**src/mc_pkg.sv**
```systemverilog
package mc_pkg;

    // Register byte offsets on the bus
    localparam int ADDR_W = 8;
    localparam logic [7:0] OFF_CTL14 = 8'h00;
    localparam logic [7:0] OFF_CTL15 = 8'h04;
    localparam logic [7:0] OFF_PSW = 8'h08;
    localparam logic [7:0] OFF_MODE = 8'h0c;
    localparam logic [7:0] OFF_CODE = 8'h10;
    localparam logic [7:0] OFF_STAT = 8'h14;
    localparam logic [7:0] OFF_IRQ_STAT = 8'h18;
    localparam logic [7:0] OFF_IRQ_EN = 8'h1c;
    localparam logic [7:0] OFF_IRQ_CLR = 8'h20;

    // Machine check mask bits of control register 14
    localparam int CTL_W = 6;
    localparam int CTL_RETRY = 0;
    localparam int CTL_RECOV = 1;
    localparam int CTL_EXTDMG = 2;
    localparam int CTL_HSTOP = 3;
    localparam int CTL_XLOG = 4;
    localparam int CTL_CHLOG = 5;
    localparam logic [5:0] CTL_RESET = 6'h1c;
    localparam logic [31:0] CR15_RESET = 32'h0000_0200;

    // Status word machine check mask and mode bits
    localparam int PSW_MC_BIT = 13;
    localparam logic PSW_MC_RESET = 1'b0;
    localparam logic PSW_MC_LOAD = 1'b1;
    localparam int MODE_QUIET_CORR = 0;
    localparam int MODE_CACHE_OFF = 1;

    // Stored machine check code bits
    localparam int CODE_SD = 0;
    localparam int CODE_SR = 2;
    localparam int CODE_CD = 4;
    localparam int CODE_ED = 5;
    localparam int CODE_SE = 16;
    localparam int CODE_KE = 18;

    // Block status and interrupt bits
    localparam int STAT_STOP = 0;
    localparam int STAT_BUSY = 1;
    localparam int STAT_BYPASS = 2;
    localparam int IRQ_W = 3;
    localparam int IRQ_SOFT = 0;
    localparam int IRQ_HARD = 1;
    localparam int IRQ_STOP = 2;

    typedef enum logic [1:0] {
        BUS_IDLE = 2'b01,
        BUS_WAIT = 2'b10
    } bus_phase_t;

    // Detected hardware errors, one-cycle pulses
    typedef struct packed {
        logic retryOk;
        logic corrected;
        logic todDamage;
        logic ioMultiBit;
        logic cpuError;
        logic cpuUnretryable;
        logic storageMultiBit;
        logic keyFail;
    } errors_t;

    typedef struct packed {
        logic [CTL_W-1:0] ctl;
        logic [31:0] logBase;
        logic pswMc;
        logic [1:0] mode;
        logic [31:0] code;
        logic busy;
        logic stop;
        logic [IRQ_W-1:0] irqStat;
        logic [IRQ_W-1:0] irqEn;
        bus_phase_t busPhase;
        logic busWrite;
        logic [ADDR_W-1:0] busAddr;
        logic [31:0] rdata;
        logic logoutReq;
        logic mcSoft;
        logic mcHard;
    } state_t;

    localparam state_t STATE_RESET = '{
        ctl: CTL_RESET, logBase: CR15_RESET, pswMc: PSW_MC_RESET, mode: 2'h0,
        code: 32'h0, busy: 1'b0, stop: 1'b0, irqStat: 3'h0, irqEn: 3'h0,
        busPhase: BUS_IDLE, busWrite: 1'b0, busAddr: 8'h00, rdata: 32'h0,
        logoutReq: 1'b0, mcSoft: 1'b0, mcHard: 1'b0
    };

endpackage
```
**src/machine_check_stop_control.sv**
```systemverilog
// Local design decisions: the placing of the registers and the AHB-Lite register port.
`timescale 1ns/10ps
module machine_check_stop_control (
    // Clock and reset
    input wire logic ref_clk,
    input wire logic rst_n,
    // AHB-Lite slave
    input wire logic hsel,
    input wire logic [31:0] haddr,
    input wire logic [1:0] htrans,
    input wire logic hwrite,
    input wire logic [2:0] hsize,
    input wire logic [31:0] hwdata,
    input wire logic hready,
    output logic hreadyout,
    output logic hresp,
    output logic [31:0] hrdata,
    // Error sources and program load
    input mc_pkg::errors_t err,
    input wire logic initialProgramLoad,
    // Processor fetch steering
    input wire logic fetchReq,
    output logic fetchToCache,
    output logic fetchToMain,
    // Machine check results
    output logic hardStop,
    output logic retryEnable,
    output logic channelLogoutEnable,
    output logic mcSoft,
    output logic mcHard,
    output logic logoutReq,
    output logic [31:0] logoutAddr,
    output logic irq
);

    mc_pkg::state_t s_q;
    mc_pkg::state_t s_d;
    logic sysDamage;
    logic softRecov;
    logic softExt;
    logic stopHit;
    logic addrTaken;

    // Error classification
    assign sysDamage = err.cpuUnretryable | err.storageMultiBit | err.keyFail
        | (err.cpuError & ~s_q.ctl[mc_pkg::CTL_RETRY]);
    // Correction reports can be silenced alone; the recovery mask silences both
    assign softRecov = s_q.ctl[mc_pkg::CTL_RECOV]
        & ((err.retryOk & s_q.ctl[mc_pkg::CTL_RETRY])
        | (err.corrected & ~s_q.mode[mc_pkg::MODE_QUIET_CORR]));
    assign softExt = s_q.pswMc & s_q.ctl[mc_pkg::CTL_EXTDMG]
        & (err.todDamage | err.ioMultiBit);
    // No meaningful status can be presented: masked, or a check still in hand
    assign stopHit = sysDamage & s_q.ctl[mc_pkg::CTL_HSTOP]
        & (~s_q.pswMc | s_q.busy);
    assign addrTaken = hsel & htrans[1] & hready;

    // Next state: bus access first, then events, so a set beats a clear
    always_comb begin
        s_d = s_q;
        s_d.logoutReq = 1'b0;
        s_d.mcSoft = 1'b0;
        s_d.mcHard = 1'b0;
        if (s_q.busPhase == mc_pkg::BUS_WAIT) begin
            s_d.busPhase = mc_pkg::BUS_IDLE;
            s_d.rdata = 32'h0;
            if (!s_q.busWrite) begin
                case (s_q.busAddr)
                    mc_pkg::OFF_CTL14: begin
                        s_d.rdata = {26'h0, s_q.ctl};
                    end
                    mc_pkg::OFF_CTL15: begin
                        s_d.rdata = s_q.logBase;
                    end
                    mc_pkg::OFF_PSW: begin
                        s_d.rdata[mc_pkg::PSW_MC_BIT] = s_q.pswMc;
                    end
                    mc_pkg::OFF_MODE: begin
                        s_d.rdata = {30'h0, s_q.mode};
                    end
                    mc_pkg::OFF_CODE: begin
                        s_d.rdata = s_q.code;
                    end
                    mc_pkg::OFF_STAT: begin
                        s_d.rdata[mc_pkg::STAT_STOP] = s_q.stop;
                        s_d.rdata[mc_pkg::STAT_BUSY] = s_q.busy;
                        s_d.rdata[mc_pkg::STAT_BYPASS] = s_q.mode[mc_pkg::MODE_CACHE_OFF];
                    end
                    mc_pkg::OFF_IRQ_STAT: begin
                        s_d.rdata = {29'h0, s_q.irqStat};
                    end
                    mc_pkg::OFF_IRQ_EN: begin
                        s_d.rdata = {29'h0, s_q.irqEn};
                    end
                    default: begin
                        s_d.rdata = 32'h0;
                    end
                endcase
            end else if (!s_q.stop) begin
                // A stopped machine takes no writes; status stays readable
                case (s_q.busAddr)
                    mc_pkg::OFF_CTL14: begin
                        s_d.ctl = hwdata[mc_pkg::CTL_W-1:0];
                    end
                    mc_pkg::OFF_CTL15: begin
                        s_d.logBase = hwdata;
                    end
                    mc_pkg::OFF_PSW: begin
                        s_d.pswMc = hwdata[mc_pkg::PSW_MC_BIT];
                    end
                    mc_pkg::OFF_MODE: begin
                        s_d.mode = hwdata[1:0];
                    end
                    mc_pkg::OFF_CODE: begin
                        // Handler done: release the code and the busy mark
                        s_d.code = 32'h0;
                        s_d.busy = 1'b0;
                    end
                    mc_pkg::OFF_IRQ_EN: begin
                        s_d.irqEn = hwdata[mc_pkg::IRQ_W-1:0];
                    end
                    mc_pkg::OFF_IRQ_CLR: begin
                        s_d.irqStat = s_q.irqStat & ~hwdata[mc_pkg::IRQ_W-1:0];
                    end
                    default: begin
                        s_d.busWrite = 1'b0;
                    end
                endcase
            end
        end
        if (addrTaken) begin
            s_d.busPhase = mc_pkg::BUS_WAIT;
            s_d.busWrite = hwrite;
            s_d.busAddr = haddr[mc_pkg::ADDR_W-1:0];
        end
        // Machine check events; the stop state freezes all of them
        if (!s_q.stop) begin
            if (stopHit) begin
                s_d.stop = 1'b1;
                s_d.irqStat[mc_pkg::IRQ_STOP] = 1'b1;
            end else if (sysDamage && s_q.pswMc && !s_q.busy) begin
                s_d.code = 32'h0;
                s_d.code[mc_pkg::CODE_SD] = 1'b1;
                s_d.code[mc_pkg::CODE_SE] = err.storageMultiBit;
                s_d.code[mc_pkg::CODE_KE] = err.keyFail;
                s_d.busy = 1'b1;
                s_d.mcHard = 1'b1;
                s_d.logoutReq = s_q.ctl[mc_pkg::CTL_XLOG];
                s_d.irqStat[mc_pkg::IRQ_HARD] = 1'b1;
            end else if ((softRecov || softExt) && !s_q.busy) begin
                s_d.code = 32'h0;
                s_d.code[mc_pkg::CODE_SR] = softRecov;
                s_d.code[mc_pkg::CODE_CD] = softExt & err.todDamage;
                s_d.code[mc_pkg::CODE_ED] = softExt & err.ioMultiBit;
                s_d.busy = 1'b1;
                s_d.mcSoft = 1'b1;
                s_d.irqStat[mc_pkg::IRQ_SOFT] = 1'b1;
            end
        end
        // Program load restores the reset masks but arms status bit 13
        if (initialProgramLoad) begin
            s_d.ctl = mc_pkg::CTL_RESET;
            s_d.logBase = mc_pkg::CR15_RESET;
            s_d.pswMc = mc_pkg::PSW_MC_LOAD;
            s_d.code = 32'h0;
            s_d.busy = 1'b0;
            s_d.stop = 1'b0;
            s_d.logoutReq = 1'b0;
            s_d.mcSoft = 1'b0;
            s_d.mcHard = 1'b0;
        end
    end

    // State register; reset sets the documented mask state
    always_ff @(posedge ref_clk) begin
        if (!rst_n) begin
            s_q <= mc_pkg::STATE_RESET;
        end else begin
            s_q <= s_d;
        end
    end

    // Bus answers: one wait state, always OKAY
    assign hreadyout = (s_q.busPhase != mc_pkg::BUS_WAIT);
    assign hresp = 1'b0;
    assign hrdata = s_q.rdata;

    // Fetch steering; with the cache off it is bypassed entirely
    assign fetchToCache = fetchReq & ~s_q.mode[mc_pkg::MODE_CACHE_OFF];
    assign fetchToMain = fetchReq & s_q.mode[mc_pkg::MODE_CACHE_OFF];

    // Result outputs
    assign hardStop = s_q.stop;
    assign retryEnable = s_q.ctl[mc_pkg::CTL_RETRY];
    assign channelLogoutEnable = s_q.ctl[mc_pkg::CTL_CHLOG];
    assign mcSoft = s_q.mcSoft;
    assign mcHard = s_q.mcHard;
    assign logoutReq = s_q.logoutReq & ~s_q.stop;
    assign logoutAddr = s_q.logBase;
    assign irq = |(s_q.irqStat & s_q.irqEn);
endmodule

```
**config.mk**
```make
export PLATFORM = sky130hd
export DESIGN_NAME = machine_check_stop_control
export DESIGN_NICKNAME = d
export VERILOG_FILES = /design/src/mc_pkg.sv /design/src/machine_check_stop_control.sv
export SDC_FILE = /design/constraint.sdc
export NUM_CORES = 1
export LEC_CHECK = 0
export ABC_AREA = 1
export BUFFER_PORTS_ARGS = -buffer_cell sky130_fd_sc_hd__buf_2
export CORE_MARGIN = 2
export CORE_UTILIZATION = 25
export CTS_CLUSTER_SIZE = 16
export DETAILED_ROUTE_END_ITERATION = 6
export PLACE_DENSITY = 0.54
export SLEW_MARGIN = 25
export SYNTH_ARGS = -nofsm -noshare
export SYNTH_HDL_FRONTEND = slang
export SYNTH_SLANG_ARGS = --single-unit
```
**constraint.sdc**
```tcl
create_clock -name ref_clk -period 1.4 [get_ports ref_clk]
set_clock_uncertainty 0.15 [all_clocks]
set_input_delay 0.21 -clock ref_clk [delete_from_list [all_inputs] [get_ports ref_clk]]
set_output_delay 0.21 -clock ref_clk [all_outputs]
set_load 0.02 [all_outputs]
```
; Word-level counts from Yosys, hierarchy flattened
; Index checks and enable logic that the tools add are counted.
[word_totals]
ff_bits = 127
output_inout_bits = 75
word_cells = 111
in_bits = 84
[op_classes]
n_eq_ne = 11
n_reduce_logical = 21
bitwise_logic = 31
muxes = 32
[op_table]
columns = op, count
row1 = 33-bit 2-to-1 mux, 4
row2 = 36-bit 2-to-1 mux, 3
row3 = 37-bit 2-to-1 mux, 1
row4 = 18-bit case mux with 2 select lines, 1
row5 = "8-bit by 5-bit == test with 1-bit output, second input constant", 4
row6 = 32-bit 2-to-1 mux, 1
row7 = 10-bit case mux with 3 select lines, 1
row8 = 3-bit case mux with 7 select lines, 1
row9 = 4-bit AND reduction, 5
row10 = "8-bit by 4-bit == test with 1-bit output, second input constant", 2
row11 = 1-bit bitwise AND, 15
row12 = 6-bit 2-to-1 mux, 2
row13 = 11-bit 2-to-1 mux, 1
row14 = 1-bit 2-to-1 mux, 10
row15 = 5-bit OR reduction, 2
row16 = 9-bit 2-to-1 mux, 1
row17 = "8-bit by 3-bit == test with 1-bit output, second input constant", 1
row18 = "8-bit by 6-bit == test with 1-bit output, second input constant", 1
row19 = 8-bit logical NOT, 1
row20 = 2-bit nonzero test, 4
row21 = 1-bit inverter, 7
row22 = 7-bit OR reduction, 1
row23 = 3-bit bitwise AND, 2
row24 = 2-bit 2-to-1 mux, 3
row25 = other kinds (12), 21

; Longest topological paths before layout
[depth]
ltp_word = 10
mapped_depth = 11
ltp_nobuf = 10

; Worst setup path before layout
; OpenSTA, ideal clock, no wires.
[synth_path]
path_kind = register -> register
from = register s_q (netlist bit retryEnable)
to = register s_q[68] (netlist name)
setup_slack_ns = -0.177
path_stages_with_launch = 11
synth_period_minus_slack_ns = 1.577
arrival_time_ns = 1.289
t_required_ns = 1.112
setup_ns = 0.138
n_path_buf = 1
cell_sequence = dfxtp_1 -> inv_1 -> nand2_1 -> nand3_1 -> nand2_1 -> inv_1 -> nor2_2 -> nand2_2 -> nand2_4 -> buf_6 -> nor3_2
[synth_via]
elab_chain_cells = 9
word_cells_on_any_way = 16
cone_classes = 4 x mux / 8 x bitwise / 4 x reduce/logical
[synth_lines]
columns = item, line_no
row1 = start: declaration, machine_check_stop_control.sv:36  ; mc_pkg::state_t s_q;
row2 = start signal: assignment, machine_check_stop_control.sv:177  ; s_q <= mc_pkg::STATE_RESET;
row3 = 1-bit bitwise AND, machine_check_stop_control.sv:49  ; & ((err.retryOk & s_q.ctl[mc_pkg::CTL_RETRY])
row4 = 1-bit bitwise OR, machine_check_stop_control.sv:50  ; | (err.corrected & ~s_q.mode[mc_pkg::MODE_QUIET_CORR]));
row5 = 1-bit bitwise AND, machine_check_stop_control.sv:49
row6 = 1-bit logical OR, machine_check_stop_control.sv:150  ; end else if ((softRecov || softExt) && !s_q.busy) begin
row7 = 1-bit logical AND, machine_check_stop_control.sv:150
row8 = 33-bit 2-to-1 mux, machine_check_stop_control.sv:150
row9 = 33-bit 2-to-1 mux, machine_check_stop_control.sv:141  ; end else if (sysDamage && s_q.pswMc && !s_q.busy) begin
row10 = 33-bit 2-to-1 mux *, machine_check_stop_control.sv:138  ; if (stopHit) begin
row11 = 37-bit 2-to-1 mux *, machine_check_stop_control.sv:137  ; if (!s_q.stop) begin
; Mark *: on every way between the ends. The rest lies on a longest branch, timed or not.
; A chain may end at the register's enable or synchronous reset.

; Final worst setup path
[layout_path]
from = register s_q[88] (netlist name)
to = register s_q[72] (netlist name)
[layout_via]
elab_chain_cells = 8
word_cells_on_any_way = 13
cone_classes = 4 x mux / 5 x bitwise / 4 x reduce/logical
[layout_lines]
columns = item, line_no
row1 = 1-bit bitwise AND, machine_check_stop_control.sv:51  ; assign softExt = s_q.pswMc & s_q.ctl[mc_pkg::CTL_EXTDMG]
row2 = 1-bit bitwise AND, machine_check_stop_control.sv:52  ; & (err.todDamage | err.ioMultiBit);
row3 = 1-bit logical OR, machine_check_stop_control.sv:150
row4 = 1-bit logical AND, machine_check_stop_control.sv:150
row5 = 33-bit 2-to-1 mux, machine_check_stop_control.sv:150
row6 = 33-bit 2-to-1 mux, machine_check_stop_control.sv:141
row7 = 33-bit 2-to-1 mux *, machine_check_stop_control.sv:138
row8 = 37-bit 2-to-1 mux *, machine_check_stop_control.sv:137
; Marked as above.

==> summary.txt <==
Run status
  – Status: finished, violations left
  – Failing checks: setup timing

Clocking
  – H-tree depth: 4
  – Max clock buf depth: 2
  – Clk_lat worst skew: 0.42 ns
  – CTS Sinks: 127
  – Root Buffer: clkbuf_16
  – Clock-pin slew on the worst setup and hold paths: 0.06 ns
  – Clock buffer count from CTS: 17
  – TritonCTS clock tree: built

Die
  – Ports: 159
  – Core area: 24200 µm²
  – Die area: 25700 µm²
  – Die X: 160 µm
  – FP Rows: 57
  – Die span in y: 160 µm
  – Starting Density: 25.2%

Logic synthesis
  – Top-area cell type share of the netlist area: 41.6%
  – Top cells by area, synth: dfxtp_1 42%, nand2_1 9.2%, buf_4 8.9%, inv_1 4.4%, a21oi_1 4.3%
  – Synth Register Bits: 127
  – Netlist cell types: 33
  – Post-Synthesis Cells: 762
  – Syn Nets: 846
  – Synth Warn #: 0
  – Seq/Total Area, Yosys: 41.6%
  – Post-synth EDFFs: 0
  – Mapped Area: 6100 µm²
  – Area leader, netlist: dfxtp_1
  – Syn Area/Cell: 8.01 µm²
  – Ys flop type: dfxtp_1
  – Post-synth ARST share: 0%

Global route
  – Largest net degree at the start of global routing: 21
  – Grt ovf: 0
  – Initial antenna violation count: 0
  – GRT Resource Usage Total: 14.3%
  – Vias in the first global route: 5246
  – First-pass GRT wire length: 28600 µm

Setup path
  – CP max-delay cell: dfxtp_4
  – Worst R2R Path Depth: 10
  – RR Startpoint: s_q[88]$_SDFFE_PN0P_
  – Crit. End Element: flip-flop
  – WS Path Type: flip-flop to flip-flop
  – Critical path startpoint category: flip-flop
  – Max stage delay on crit path: 0.37 ns
  – Required @ worst endpoint: 1.55 ns
  – Crit path cell chain: inv_2 > nor2_2 > nor2_1 > nand2_2 > inv_2 > nor2_4 > nand2_8 > buf_12 > nand2_8 > o22ai_2
  – Crit Path Max Fanout: 7
  – Flop2flop setup slack: -0.18 ns
  – Reg2reg end: s_q[72]$_SDFF_PP0_
  – CP arrival: 1.73 ns

STA
  – Slew Viols, Final: 0
  – Tmin final: 1.58 ns
  – Setup violators final: 114
  – Final Hold Vio Count: 0
  – FMAX: 0.635 GHz
  – Fin crit share: 113%
  – WHS: 0.0120 ns
  – Unrepaired setup endpoints after global routing: yes
  – Final setup margin: -0.176 ns

Power
  – Leakage: 3.82 nW
  – PD cells: 1030 nW/µm²
  – Clock share of power: 49.4%
  – Logic pwr share: 12.2%
  – Sequential Power Share: 38.4%
  – Internal: 0.00724 W
  – Sw Pwr: 0.00236 W
  – Maximum vdd drop: 0.632 mV
  – Sw frac: 24.5%

Hold path
  – Hold Crit Endpoint: s_q[87]$_SDFFE_PN0P_
  – Worst min-delay path startpoint: hwdata[1]
  – Worst hold path type: input port to flip-flop
  – Worst hold stages: 3

Cells and area
  – Fillers: 2448
  – Final #Nets: 1044
  – Layout cells sized above 1: 51.7%
  – Inserted Diodes: 0
  – Final non-filler cell total: 1297
  – Syn-to-layout area delta: 52.1%

Detailed routing
  – Avg WL per Cell: 14.5 µm
  – DRC errors left: 0
  – Vias per cell: 4.23
  – DRT antenna net count: 0
  – Final wirelength: 18800 µm
  – 1st-pass router iterations: 5
  – 1st-iter DRT viols: 319
  – Vias: 5480

Placement
  – Dpl hpwl: 12100 µm
  – Port Buffer Count: 129
  – Routability Congestion: 0.808
  – Cells after DPL: 1192

Flow run
  – Max Cap Violations: 0
-- synthesized netlist by cell type, types with 6 or more instances --
cell type,number
nand2_1,150
dfxtp_1,127
buf_4,72
inv_1,72
a21oi_1,52
nor2_1,52
nand3_1,35
o21ai_0,32
a21oi_2,25
o21ai_2,20
nor3_2,18
o22ai_1,12
buf_6,11
inv_2,11
clkbuf_1,8
nand2_2,8
nor2_4,8
o21ai_1,8
nor3_1,7
o22ai_2,6
-- flip-flops by register name, indices dropped and copies added, names as in the netlist --
signal,count
logoutAddr,32
channelLogoutEnable,1
s_q,58
retryEnable,1
hardStop,1
mcHard,1
hrdata,32
mcSoft,1
-- per-stage QoR --
stage	TNS [ns]	util (%)	setup slack (ns)	total power (W)	cell area [µm²]
after floorplan	-1.13	-	-0.0415	0.00420	6160
after global placement	-12.29	29.5	-0.186	0.00453	7140
after detailed placement	-13.79	29.5	-0.203	0.00453	7140
after CTS	-13.87	36.4	-0.184	0.00960	8800
after global routing	-21.98	38.4	-0.267	0.00994	9280
final	-13.18	38.4	-0.176	0.00960	9280
-- metal layers --
layer | global-route usage [%] | wire, µm
met1 | 19.5 | 8860
met2 | 23.2 | 8900
met3 | 2.60 | 840
met4 | 4.05 | 216
met5 | 0 | 0
-- worst max path at each step --
stage	startpoint	to	slack, ns
finish	s_q[88]$_SDFFE_PN0P_	s_q[72]$_SDFF_PP0_	-0.18
global route	s_q[42]$_SDFFE_PN0P_	logoutAddr[22]$_SDFFE_PP0P_	-0.27
CTS	s_q[45]$_SDFFE_PN0P_	hreadyout	-0.18
detailed placement	s_q[35]$_SDFFE_PN0P_	hrdata[7]$_SDFFE_PN0P_	-0.20
global placement	s_q[35]$_SDFFE_PN0P_	hrdata[7]$_SDFFE_PN0P_	-0.19
floorplan	retryEnable$_SDFFE_PP0P_	s_q[68]$_SDFF_PP0_	-0.04
-- cells in the final DEF (no fill, tap or decap), types with 5 or more instances in the layout --
master / instances
nor2_4: 16
o21ai_1: 8
dfxtp_2: 16
nor2_1: 36
a21oi_2: 43
buf_12: 16
nand3_1: 24
nand2_4: 7
nand2_1: 124
buf_2: 123
o22ai_2: 15
a21oi_1: 34
inv_1: 62
inv_2: 17
nor3_2: 17
nand2_8: 9
dfxtp_1: 107
buf_4: 63
nand2_2: 25
clkbuf_16: 18
o21ai_0: 22
clkinv_2: 5
dlygate4sd3_1: 40
o21ai_2: 24
inv_4: 5
buf_6: 27
nand3_2: 9
nor3_4: 8
o21ai_4: 6
nor2_2: 12
-- layout make-up --
cell class                 count  area [µm²]  share of cell area (%)
sequential                   127        2580                    27.8
timing repair buffer         271        2150                    23.2
inverter                      87         367                    3.95
tap                          324         405                    4.37
clock inverter                11         163                    1.75
clock buffer                  21         460                    4.96
multi-input combinational    456        3160                    34.0
-- worst max-delay path: cells and delay by family (launching register included) --
family | cells | cell delay [ns]
buf+inv | 3 | 0.24
simple gates | 6 | 0.62
flops | 1 | 0.37
compound gates | 1 | 0.08
-- logic make-up after synthesis --
family | after synthesis | synth area share (%)
buf+inv | 183 | 17.3
other cells | 1 | 0.0614
compound gates | 158 | 16.8
flops | 127 | 41.6
simple gates | 293 | 24.1
-- power by group through the flow --
stage | sequential, W | clock, W | combinational [W]
floorplan | 0.00376 | 0 | 0.000439
global placement | 0.00376 | 0 | 0.000767
detailed placement | 0.00376 | 0 | 0.000770
CTS | 0.00368 | 0.00486 | 0.00106
global route | 0.00369 | 0.00500 | 0.00125
finish | 0.00369 | 0.00474 | 0.00117
-- repair_timing --
action | CTS | global route
hold buffers | 40 | 0
cloned | 4 | 1
endpoints found under the setup margin | 118 | 122
setup buffers | 21 | 8
gates resized for setup | 119 | 95
hold endpoints to repair | 44 | 0
pin swaps | 28 | 25
Power figures use the tool's default switching activity.
